--- config.mk ---
export PLATFORM = sky130hd
export DESIGN_NAME = serial_fifo_level_irq
export DESIGN_NICKNAME = d
export VERILOG_FILES = /design/src/design/serial_fifo_level_pkg.sv /design/src/design/level_flag.sv /design/src/design/serial_fifo_level_irq.sv
export SDC_FILE = /design/constraint.sdc
export NUM_CORES = 1
export LEC_CHECK = 0
export BUFFER_PORTS_ARGS = -buffer_cell sky130_fd_sc_hd__buf_2
export CORE_MARGIN = 2
export CORE_UTILIZATION = 41
export DETAILED_ROUTE_END_ITERATION = 8
export PLACE_DENSITY = 0.71
export SKIP_CTS_REPAIR_TIMING = 1
export SLEW_MARGIN = 20
export SYNTH_ARGS = -nofsm -noshare
export SYNTH_HDL_FRONTEND = slang
export SYNTH_SLANG_ARGS = --single-unit
export TNS_END_PERCENT = 1
--- constraint.sdc ---
create_clock -name ref_clk -period 2.1 [get_ports ref_clk]
set_input_delay 0.315 -clock ref_clk [delete_from_list [all_inputs] [get_ports ref_clk]]
set_output_delay 0.315 -clock ref_clk [all_outputs]
set_load 0.02 [all_outputs]
--- src/design/serial_fifo_level_pkg.sv ---
/*
  Shared constants and types for the FIFO level flag and interrupt block
  of a FIFO-buffered serial port: register map, field positions, reset
  values and the bus state encodings.
  Assumes a 32-bit AXI4-Lite register bus and an 8-bit byte address.
*/
package serial_fifo_level_pkg;

  // ----------------------------------------------------------------
  // register map (byte addresses)
  // ----------------------------------------------------------------
  localparam logic [7:0] STATUS_OFFS = 8'h00;  // serial_status_register
  localparam logic [7:0] CTRL_OFFS = 8'h04;    // enables
  localparam logic [7:0] TRIG_OFFS = 8'h08;    // trigger amounts
  localparam logic [7:0] LEVEL_OFFS = 8'h0C;   // fifo fill levels, read only
  localparam logic [7:0] EVENT_OFFS = 8'h10;   // sticky events, write one to clear
  localparam logic [7:0] MASK_OFFS = 8'h14;    // event mask

  // ----------------------------------------------------------------
  // field positions and reset values
  // ----------------------------------------------------------------
  localparam int TX_BIT = 0;        // tx_level_flag position in status, event, mask
  localparam int RX_BIT = 1;        // rx_level_flag position
  localparam int TRIG_TX_LSB = 0;   // tx trigger in byte 0 of trigger/level regs
  localparam int TRIG_RX_LSB = 8;   // rx trigger in byte 1
  localparam int TX_TRIG_RST = 8;
  localparam int RX_TRIG_RST = 1;
  localparam logic [3:0] CTRL_RST = 4'h0;
  localparam logic [1:0] MASK_RST = 2'h0;
  localparam logic [1:0] RESP_OKAY = 2'h0;
  localparam logic [1:0] RESP_SLVERR = 2'h2;

  // ----------------------------------------------------------------
  // types
  // ----------------------------------------------------------------
  typedef struct packed {
    logic rx_dma_en;
    logic tx_dma_en;
    logic rx_int_en;
    logic tx_int_en;
  } ctrl_t;

  typedef enum logic [1:0] {
    WR_IDLE = 2'b01,
    WR_RESP = 2'b10
  } wr_state_t;

  typedef enum logic [1:0] {
    RD_IDLE = 2'b01,
    RD_DATA = 2'b10
  } rd_state_t;

endpackage

--- src/design/level_flag.sv ---
/*
  One level flag: set by hardware while its fill condition holds, cleared
  only by a write of zero that follows a read which returned it as one.
  Assumes read_one and write_zero are single-cycle pulses on ref_clk.
*/
`timescale 1ns/1ps
module level_flag (
  // clock and reset
  input wire logic ref_clk,
  input wire logic rst_n,
  // condition and software access
  input wire logic cond,
  input wire logic read_one,
  input wire logic write_zero,
  // state
  output logic flag,
  output logic set_pulse
);

  logic flag_q, flag_d;
  logic armed_q, armed_d;

  // ----------------------------------------------------------------
  // next state: a set in the clearing cycle wins
  // ----------------------------------------------------------------
  always_comb begin
    flag_d = flag_q;
    armed_d = armed_q;
    if (read_one && flag_q) begin
      armed_d = 1'b1;
    end
    if (write_zero && armed_q) begin
      flag_d = 1'b0;
      armed_d = 1'b0;
    end
    if (cond) begin
      flag_d = 1'b1;
    end
  end

  // registers only
  always_ff @(posedge ref_clk) begin
    if (!rst_n) begin
      flag_q <= 1'b0;
      armed_q <= 1'b0;
    end else begin
      flag_q <= flag_d;
      armed_q <= armed_d;
    end
  end

  assign flag = flag_q;
  assign set_pulse = cond & ~flag_q;  // rising of the flag, next edge

endmodule // level_flag

--- src/design/serial_fifo_level_irq.sv ---
/*
  FIFO level flags, interrupt requests and DMA requests of a FIFO-buffered
  serial port, with an AXI4-Lite register slave.
  Assumes the FIFO fill counts come from logic on ref_clk and that the
  DMA controller and processor sit on the same clock.
*/
// Function
// - tx interrupt request is high while tx_level_flag is one.
// - set tx_level_flag may also start the DMA controller filling tx FIFO.
// - rx interrupt request is high while rx_level_flag is one.
// - set rx_level_flag may start the DMA controller draining rx FIFO.
// - tx fill at or below tx trigger sets tx_level_flag again after clear.
// - rx fill at or above rx trigger sets rx_level_flag again after clear.
`timescale 1ns/1ps
module serial_fifo_level_irq
  import serial_fifo_level_pkg::*;
#(
  parameter int DEPTH = 16,
  parameter int CNT_W = $clog2(DEPTH + 1)
) (
  // clock and reset
  input wire logic ref_clk,
  input wire logic rst_n,
  // axi4-lite write address and data
  input wire logic [7:0] s_axi_awaddr,
  input wire logic s_axi_awvalid,
  output logic s_axi_awready,
  input wire logic [31:0] s_axi_wdata,
  input wire logic [3:0] s_axi_wstrb,
  input wire logic s_axi_wvalid,
  output logic s_axi_wready,
  // axi4-lite write response
  output logic [1:0] s_axi_bresp,
  output logic s_axi_bvalid,
  input wire logic s_axi_bready,
  // axi4-lite read
  input wire logic [7:0] s_axi_araddr,
  input wire logic s_axi_arvalid,
  output logic s_axi_arready,
  output logic [31:0] s_axi_rdata,
  output logic [1:0] s_axi_rresp,
  output logic s_axi_rvalid,
  input wire logic s_axi_rready,
  // fifo fill levels
  input wire logic [CNT_W-1:0] tx_fifo_count,
  input wire logic [CNT_W-1:0] rx_fifo_count,
  // requests
  output logic tx_level_interrupt,
  output logic rx_level_interrupt,
  output logic tx_dma_req,
  output logic rx_dma_req,
  output logic irq
);

  // ----------------------------------------------------------------
  // declarations
  // ----------------------------------------------------------------
  wr_state_t wr_q, wr_d;
  rd_state_t rd_q, rd_d;
  logic aw_held_q, aw_held_d, w_held_q, w_held_d;
  logic [7:0] awaddr_q, awaddr_d;
  logic [31:0] wdata_q, wdata_d;
  logic [3:0] wstrb_q, wstrb_d;
  logic [1:0] bresp_q, bresp_d, rresp_q, rresp_d;
  logic [31:0] rdata_q, rdata_d;
  ctrl_t ctrl_q, ctrl_d;
  logic [CNT_W-1:0] tx_trig_q, tx_trig_d, rx_trig_q, rx_trig_d;
  logic [1:0] event_q, event_d, mask_q, mask_d;
  logic [1:0] cond, flag, set_pulse, read_one, write_zero;
  logic do_write, do_read;
  logic [31:0] bit_en;

  // ----------------------------------------------------------------
  // level flags, one per direction
  // ----------------------------------------------------------------
  assign cond[TX_BIT] = (tx_fifo_count <= tx_trig_q);
  assign cond[RX_BIT] = (rx_fifo_count >= rx_trig_q);

  genvar g;
  generate
    for (g = 0; g < 2; g++) begin : g_flag
      // read pulse arms only when the returned bit is one
      assign read_one[g] = do_read && (s_axi_araddr == STATUS_OFFS);
      assign write_zero[g] = do_write && (awaddr_q == STATUS_OFFS)
                             && wstrb_q[0] && !wdata_q[g];
      level_flag u_flag (
        .ref_clk(ref_clk),
        .rst_n(rst_n),
        .cond(cond[g]),
        .read_one(read_one[g]),
        .write_zero(write_zero[g]),
        .flag(flag[g]),
        .set_pulse(set_pulse[g])
      );
    end
  endgenerate

  // ----------------------------------------------------------------
  // request outputs, straight from flag, event and enable flops
  // ----------------------------------------------------------------
  assign tx_level_interrupt = flag[TX_BIT] & ctrl_q.tx_int_en;
  assign rx_level_interrupt = flag[RX_BIT] & ctrl_q.rx_int_en;
  assign tx_dma_req = flag[TX_BIT] & ctrl_q.tx_dma_en;
  assign rx_dma_req = flag[RX_BIT] & ctrl_q.rx_dma_en;
  assign irq = |(event_q & mask_q);

  // ----------------------------------------------------------------
  // axi write path: address and data taken in either order
  // ----------------------------------------------------------------
  assign s_axi_awready = !aw_held_q;
  assign s_axi_wready = !w_held_q;
  assign s_axi_bvalid = (wr_q == WR_RESP);
  assign s_axi_bresp = bresp_q;
  assign do_write = aw_held_q && w_held_q && (wr_q == WR_IDLE);
  assign bit_en = {{8{wstrb_q[3]}}, {8{wstrb_q[2]}}, {8{wstrb_q[1]}}, {8{wstrb_q[0]}}};

  always_comb begin
    wr_d = wr_q;
    aw_held_d = aw_held_q;
    w_held_d = w_held_q;
    awaddr_d = awaddr_q;
    wdata_d = wdata_q;
    wstrb_d = wstrb_q;
    bresp_d = bresp_q;
    ctrl_d = ctrl_q;
    tx_trig_d = tx_trig_q;
    rx_trig_d = rx_trig_q;
    mask_d = mask_q;
    event_d = event_q;
    if (s_axi_awvalid && !aw_held_q) begin
      aw_held_d = 1'b1;
      awaddr_d = s_axi_awaddr;
    end
    if (s_axi_wvalid && !w_held_q) begin
      w_held_d = 1'b1;
      wdata_d = s_axi_wdata;
      wstrb_d = s_axi_wstrb;
    end
    case (wr_q)
      WR_IDLE: begin
        if (do_write) begin
          aw_held_d = 1'b0;
          w_held_d = 1'b0;
          wr_d = WR_RESP;
          bresp_d = RESP_OKAY;
          case (awaddr_q)
            STATUS_OFFS: ;  // flag clears handled in level_flag
            CTRL_OFFS: begin
              if (wstrb_q[0]) begin
                ctrl_d = ctrl_t'(wdata_q[3:0]);
              end
            end
            TRIG_OFFS: begin
              tx_trig_d = (tx_trig_q & ~bit_en[TRIG_TX_LSB +: CNT_W])
                          | (wdata_q[TRIG_TX_LSB +: CNT_W] & bit_en[TRIG_TX_LSB +: CNT_W]);
              rx_trig_d = (rx_trig_q & ~bit_en[TRIG_RX_LSB +: CNT_W])
                          | (wdata_q[TRIG_RX_LSB +: CNT_W] & bit_en[TRIG_RX_LSB +: CNT_W]);
            end
            LEVEL_OFFS: ;  // read only, write ignored
            EVENT_OFFS: begin
              if (wstrb_q[0]) begin
                event_d = event_q & ~wdata_q[1:0];
              end
            end
            MASK_OFFS: begin
              if (wstrb_q[0]) begin
                mask_d = wdata_q[1:0];
              end
            end
            default: bresp_d = RESP_SLVERR;
          endcase
        end
      end
      WR_RESP: begin
        if (s_axi_bready) begin
          wr_d = WR_IDLE;
        end
      end
      default: wr_d = WR_IDLE;
    endcase
    // a new flag edge in the clearing cycle survives
    event_d = event_d | set_pulse;
  end

  // ----------------------------------------------------------------
  // axi read path: one cycle from address to data
  // ----------------------------------------------------------------
  assign s_axi_arready = (rd_q == RD_IDLE);
  assign s_axi_rvalid = (rd_q == RD_DATA);
  assign s_axi_rdata = rdata_q;
  assign s_axi_rresp = rresp_q;
  assign do_read = s_axi_arvalid && (rd_q == RD_IDLE);

  always_comb begin
    rd_d = rd_q;
    rdata_d = rdata_q;
    rresp_d = rresp_q;
    case (rd_q)
      RD_IDLE: begin
        if (do_read) begin
          rd_d = RD_DATA;
          rdata_d = 32'h0000_0000;
          rresp_d = RESP_OKAY;
          case (s_axi_araddr)
            STATUS_OFFS: rdata_d[1:0] = flag;
            CTRL_OFFS: rdata_d[3:0] = ctrl_q;
            TRIG_OFFS: begin
              rdata_d[TRIG_TX_LSB +: CNT_W] = tx_trig_q;
              rdata_d[TRIG_RX_LSB +: CNT_W] = rx_trig_q;
            end
            LEVEL_OFFS: begin
              rdata_d[TRIG_TX_LSB +: CNT_W] = tx_fifo_count;
              rdata_d[TRIG_RX_LSB +: CNT_W] = rx_fifo_count;
            end
            EVENT_OFFS: rdata_d[1:0] = event_q;
            MASK_OFFS: rdata_d[1:0] = mask_q;
            default: rresp_d = RESP_SLVERR;
          endcase
        end
      end
      RD_DATA: begin
        if (s_axi_rready) begin
          rd_d = RD_IDLE;
        end
      end
      default: rd_d = RD_IDLE;
    endcase
  end

  // ----------------------------------------------------------------
  // registers only
  // ----------------------------------------------------------------
  always_ff @(posedge ref_clk) begin
    if (!rst_n) begin
      wr_q <= WR_IDLE;
      rd_q <= RD_IDLE;
      aw_held_q <= 1'b0;
      w_held_q <= 1'b0;
      awaddr_q <= 8'h00;
      wdata_q <= 32'h0000_0000;
      wstrb_q <= 4'h0;
      bresp_q <= RESP_OKAY;
      rresp_q <= RESP_OKAY;
      rdata_q <= 32'h0000_0000;
      ctrl_q <= ctrl_t'(CTRL_RST);
      tx_trig_q <= CNT_W'(TX_TRIG_RST);
      rx_trig_q <= CNT_W'(RX_TRIG_RST);
      event_q <= 2'h0;
      mask_q <= MASK_RST;
    end else begin
      wr_q <= wr_d;
      rd_q <= rd_d;
      aw_held_q <= aw_held_d;
      w_held_q <= w_held_d;
      awaddr_q <= awaddr_d;
      wdata_q <= wdata_d;
      wstrb_q <= wstrb_d;
      bresp_q <= bresp_d;
      rresp_q <= rresp_d;
      rdata_q <= rdata_d;
      ctrl_q <= ctrl_d;
      tx_trig_q <= tx_trig_d;
      rx_trig_q <= rx_trig_d;
      event_q <= event_d;
      mask_q <= mask_d;
    end
  end

endmodule // serial_fifo_level_irq

# Yosys cells after proc, flatten, opt, wreduce, memory -nomap -nowiden
# Index checks and enable logic that the tools add are counted.
dict set report word_totals {
  register_bits 65
  in_bits 69
  output_inout_bits 46
  elab_cells 123
}
dict set report op_classes {
  order_cmp 2
  eq_ne 18
  mux 26
  n_bitwise 21
  n_reduce_logical 34
}
# operator count
set ops {}
lappend ops {{equality test 8 x 4 -> 1 bit, second input constant} 4}
lappend ops {{equality test 8 x 5 -> 1 bit, second input constant} 4}
lappend ops {{bitwise AND 5 bit} 4}
lappend ops {{2-to-1 mux 2 bit} 10}
lappend ops {{equality test 8 x 3 -> 1 bit, second input constant} 2}
lappend ops {{zero test 8 bit} 2}
lappend ops {{logical AND 1 bit} 14}
lappend ops {{one-hot mux 2 bit (6 select lines)} 1}
lappend ops {{OR reduction 6 bit} 2}
lappend ops {{2-to-1 mux 1 bit} 10}
lappend ops {{inverter 5 bit} 2}
lappend ops {{OR 5 bit} 2}
lappend ops {{one-hot mux 5 bit (2 select lines)} 1}
lappend ops {{one-hot mux 2 bit (2 select lines)} 2}
lappend ops {{AND reduction 2 bit} 4}
lappend ops {{AND reduction 4 bit} 2}
lappend ops {{bitwise AND 1 bit} 6}
lappend ops {{inequality test 2 x 1 -> 1 bit, second input constant} 3}
lappend ops {{one-hot mux 2 bit (3 select lines)} 1}
lappend ops {{OR reduction 2 bit} 3}
lappend ops {{>= comparator 5 bit} 1}
lappend ops {{<= comparator 5 bit} 1}
lappend ops {{bitwise AND 2 bit} 2}
lappend ops {{equality test 2 x 1 -> 1 bit, second input constant} 2}
lappend ops {{other kinds (9)} 16}

# Depth between registers and ports, before layout
dict set report logic_depth {
  depth_word 8
  ltp_mapped 6
  mapped_depth_nobuf 6
}

# Hierarchy
# Synthesis repeated with hierarchy kept, for this count alone.
dict set report hier_totals {
  cells_unflattened 352
  hier_area_um2 3136.8
}
# mod n_inst cells_per_inst area_per_inst_um2 seq_area_each_um2
set modules_own_cells {}
lappend modules_own_cells {serial_fifo_level_irq 1 334 2984.1 1121.1}
lappend modules_own_cells {level_flag 2 9 76.3 40.0}

# Worst setup path after synthesis
# No wires, ideal clock.
dict set report synth_path {
  path_type {register to register}
  start {register awaddr_q[7]}
  end {register event_q[1]}
  t_arrival_ns 1.824
  t_required_ns 1.972
  setup_slack_ns 0.148
  path_stages_with_launch 6
  n_path_buf 1
  cell_sequence {dfxtp_1 -> or4_4 -> buf_6 -> or4_4 -> nor4b_1 -> o22ai_1}
}
dict set report synth_between {
  elab_chain_cells 5
}
# item line
set synth_lines {}
lappend synth_lines {{from (decl)} serial_fifo_level_irq.sv:61} ;# logic [7:0] awaddr_q, awaddr_d;
lappend synth_lines {{from (signal assigned)} serial_fifo_level_irq.sv:255} ;# awaddr_q <= awaddr_d;
lappend synth_lines {{equality test 8 x 5 -> 1 bit} serial_fifo_level_irq.sv:146} ;# case (awaddr_q)
lappend synth_lines {{2-to-1 mux 2 bit} serial_fifo_level_irq.sv:146}
lappend synth_lines {{2-to-1 mux 2 bit} serial_fifo_level_irq.sv:141} ;# if (do_write) begin
lappend synth_lines {{2-to-1 mux 2 bit} serial_fifo_level_irq.sv:139} ;# case (wr_q)
lappend synth_lines {{OR 2 bit} serial_fifo_level_irq.sv:182} ;# event_d = event_d | set_pulse;
lappend synth_lines {{to (signal assigned)} serial_fifo_level_irq.sv:264} ;# event_q <= event_d;
lappend synth_lines {{to (decl)} serial_fifo_level_irq.sv:68} ;# logic [1:0] event_q, event_d, mask_q, mask_d;
# No other way between the ends.
# A chain may end at the register's enable or synchronous reset.

# Worst setup path after layout
dict set report layout_path {
  start {register awaddr_q[7]}
  end {register event_q[0]}
}
# The elaborated chain is that of the path after synthesis.

==> results.txt <==
largest net degree at the start of global routing - 19
fin. max-slew vios - 0
clock tree sinks - 60
PD cells - 763 mW/mm2
cell count after synthesis - 338
Worst VDD drop - 393 uV
Num CTS Buffers - 9
total wire length - 6570 um
Leak Pwr - 0.00159 uW
Gate power share - 11.6%
multi-input logic area - 0.00157 mm2
flops & latches, synth - 60
cell-internal power - 2070 uW
RR Startpoint - awaddr_q[7]
RSZ-0062 raised after global routing - false
cells on worst reg2reg path - 4
Layout Nets - 486
hold path endpoint - aw_held_q
GRT Util Overall - 16.7%
row count - 31
Seq/Total Area, Yosys - 39.9%
Initial Util - 41.9%
antenna viol nets, final - 0
worst hold path depth - 3
Post-Syn Area - 0.00301 mm2
vias in the first global route - 2231
Final Util - 50.2%
Sw Share - 24.7%
mean post-synth cell area - 8.90 um2
Tcrit/Tclk final - 94.5%
Via Count - 2484
Post-synth EDFFs - 0
commonest non-fill, non-tap cell in the layout - buf_2
Worst Path Arrival - 2190 ps
die area - 0.00804 mm2
sequential cell area - 0.00120 mm2
layout cells sized above 1 - 25.2%
Core ar. - 0.00718 mm2
Max Freq - 504 MHz
DRT Pass-1 Iters - 5
remaining routing DRC violations - 0
P_sw - 679 uW
Final min period - 1980 ps
CP Data Required Time - 2300 ps
DIE HEIGHT - 89.7 um
Placed Instances - 495
Detailed Route Iter0 Violations - 86
R2R setup slack - 120 ps
Port-buffer cells - 66
Clk pwr share - 43.7%
Crit Path Class - flop to flop
Hold Startpoint - s_axi_awvalid
Synth-to-Final Area Change - 19.8%
Seq pwr share - 44.6%
Final HPWL DP - 4980 um
Ant. Diodes - 0
htree depth - 3
clock root buffer - clkbuf_8
Slew headroom - 45.8%
dpl cell area - 0.00337 mm2
gr ovfl total - 0
Via density - 4.86
status - completed
most frequent cells in the layout - buf_2 (66), dfxtp_1 (60), nand2_1 (41), nor2_1 (40), mux2i_1 (32)
Clock Latency Late Sink - 330 ps
first-pass GRT wire length - 10100 um
final cell count without fillers - 511
design area - 0.00360 mm2
crit end category - flop
startpoint types - flop
Worst Path Max Fanout - 4
min-delay worst type - input port to flop
routed len/inst - 12.8 um
TritonCTS clock tree - built
GP Congestion - 0.874
final hold violations - 0
fillers - 686
reg-to-reg endpoint - event_q[0]
Yosys warnings - 0
Top Ports - 115
clock transition at the registers of the reported paths - 60 ps
dominant synthesized flop cell - dfxtp_1
antenna violations before repair - 0
endpoints failing setup - 0
ys async rst share - 0%
TNS Setup - 0 ps
Worst Max-Slew Pin Slew - 811 ps
Max Cap Viol - 0
Cell variety after synth - 48
Clock Skew - 5.75 ps
Die X - 89.7 um
Max clock buf depth - 2
==> critical path, stage by stage, from the launching register on <==
cell and delay (ps):
dfxtp_1 310, or4_4 570, or4_4 540, nor4b_1 330, o22ai_1 110
==> power groups by stage <==
stage	registers, uW	clock network (uW)	logic [uW]
after detailed placement	1250	0	321
after CTS	1230	1230	322
after global placement	1250	0	314
after floorplan	1240	0	263
final	1230	1200	320
after global routing	1230	1270	357
==> cell families (layout without fill, tap and decap cells) <==
| family | Yosys count | after routing | synth area share [%] |
|---|---|---|---|
| buffers and inverters | 58 | 109 | 10.6 |
| AO/OA/AOI/OAI | 50 | 50 | 10.6 |
| multiplexers | 36 | 36 | 12.5 |
| flip-flops | 60 | 60 | 39.9 |
| AND/OR/NAND/NOR | 123 | 123 | 22.0 |
| other | 1 | 24 | 0.125 |
| adder cells (fa/ha/maj) | 10 | 10 | 4.16 |
==> through the flow <==
stage          setup WS [ps]  hold slack [ps]  total power, uW
2_1_floorplan            148              429             1500
3_3_place_gp             145              442             1560
3_5_place_dp             127              450             1570
4_1_cts                  102              197             2780
5_1_grt                 57.3              212             2860
6_report                 116              205             2750
==> worst max path at each step <==
stage,from,end,slack [ps],cells after the start
global placement,awaddr_q[7],event_q[1],140,4
CTS,awaddr_q[7],event_q[0],100,4
detailed placement,awaddr_q[7],event_q[0],130,4
floorplan,awaddr_q[7],event_q[1],150,5
finish,awaddr_q[7],event_q[0],120,4
global route,awaddr_q[7],event_q[0],60,4
==> synth_stat cells, drive strengths merged (2+ instances only) <==
master	count	share of area [%]
dfxtp	60	40
nand2	41	5.1
nor2	40	5.0
mux2i	32	11
buf	28	6.9
a21oi	18	3.0
inv	17	2.1
clkbuf	13	1.6
ha	10	4.2
o21ai	10	1.7
nor2b	9	1.9
a2bb2oi	6	1.7
nor4	6	3.0
and2	4	0.83
a22o	3	0.87
and3	3	0.62
mux2	3	1.1
nor4b	3	0.87
a31oi	2	0.42
nand2b	2	0.42
nand4	2	0.42
nand4b	2	0.58
nor3	2	0.33
o22ai	2	0.42
or4	2	0.75
or4bb	2	0.75
==> layout make-up <==
class                      count  share of cell area [%]
multi-input combinational    243                    43.7
sequential                    60                    33.3
clock buffer                  12                    4.58
inverter                      17                    1.77
clock inverter                 4                    1.94
tap                           99                    3.44
timing repair buffer          76                    11.2
==> per-layer routing <==
| layer | track usage (%) | vias up | part of all wire, % |
|---|---|---|---|
| met5 | 0 | - | 0 |
| met4 | 8.14 | 0 | 1.5 |
| met3 | 3.38 | 8 | 5.1 |
| met2 | 28.0 | 73 | 48 |
| met1 | 20.3 | 1150 | 45 |
| li1 | - | 1253 | - |
No activity file was read; power rests on OpenSTA's default activity.
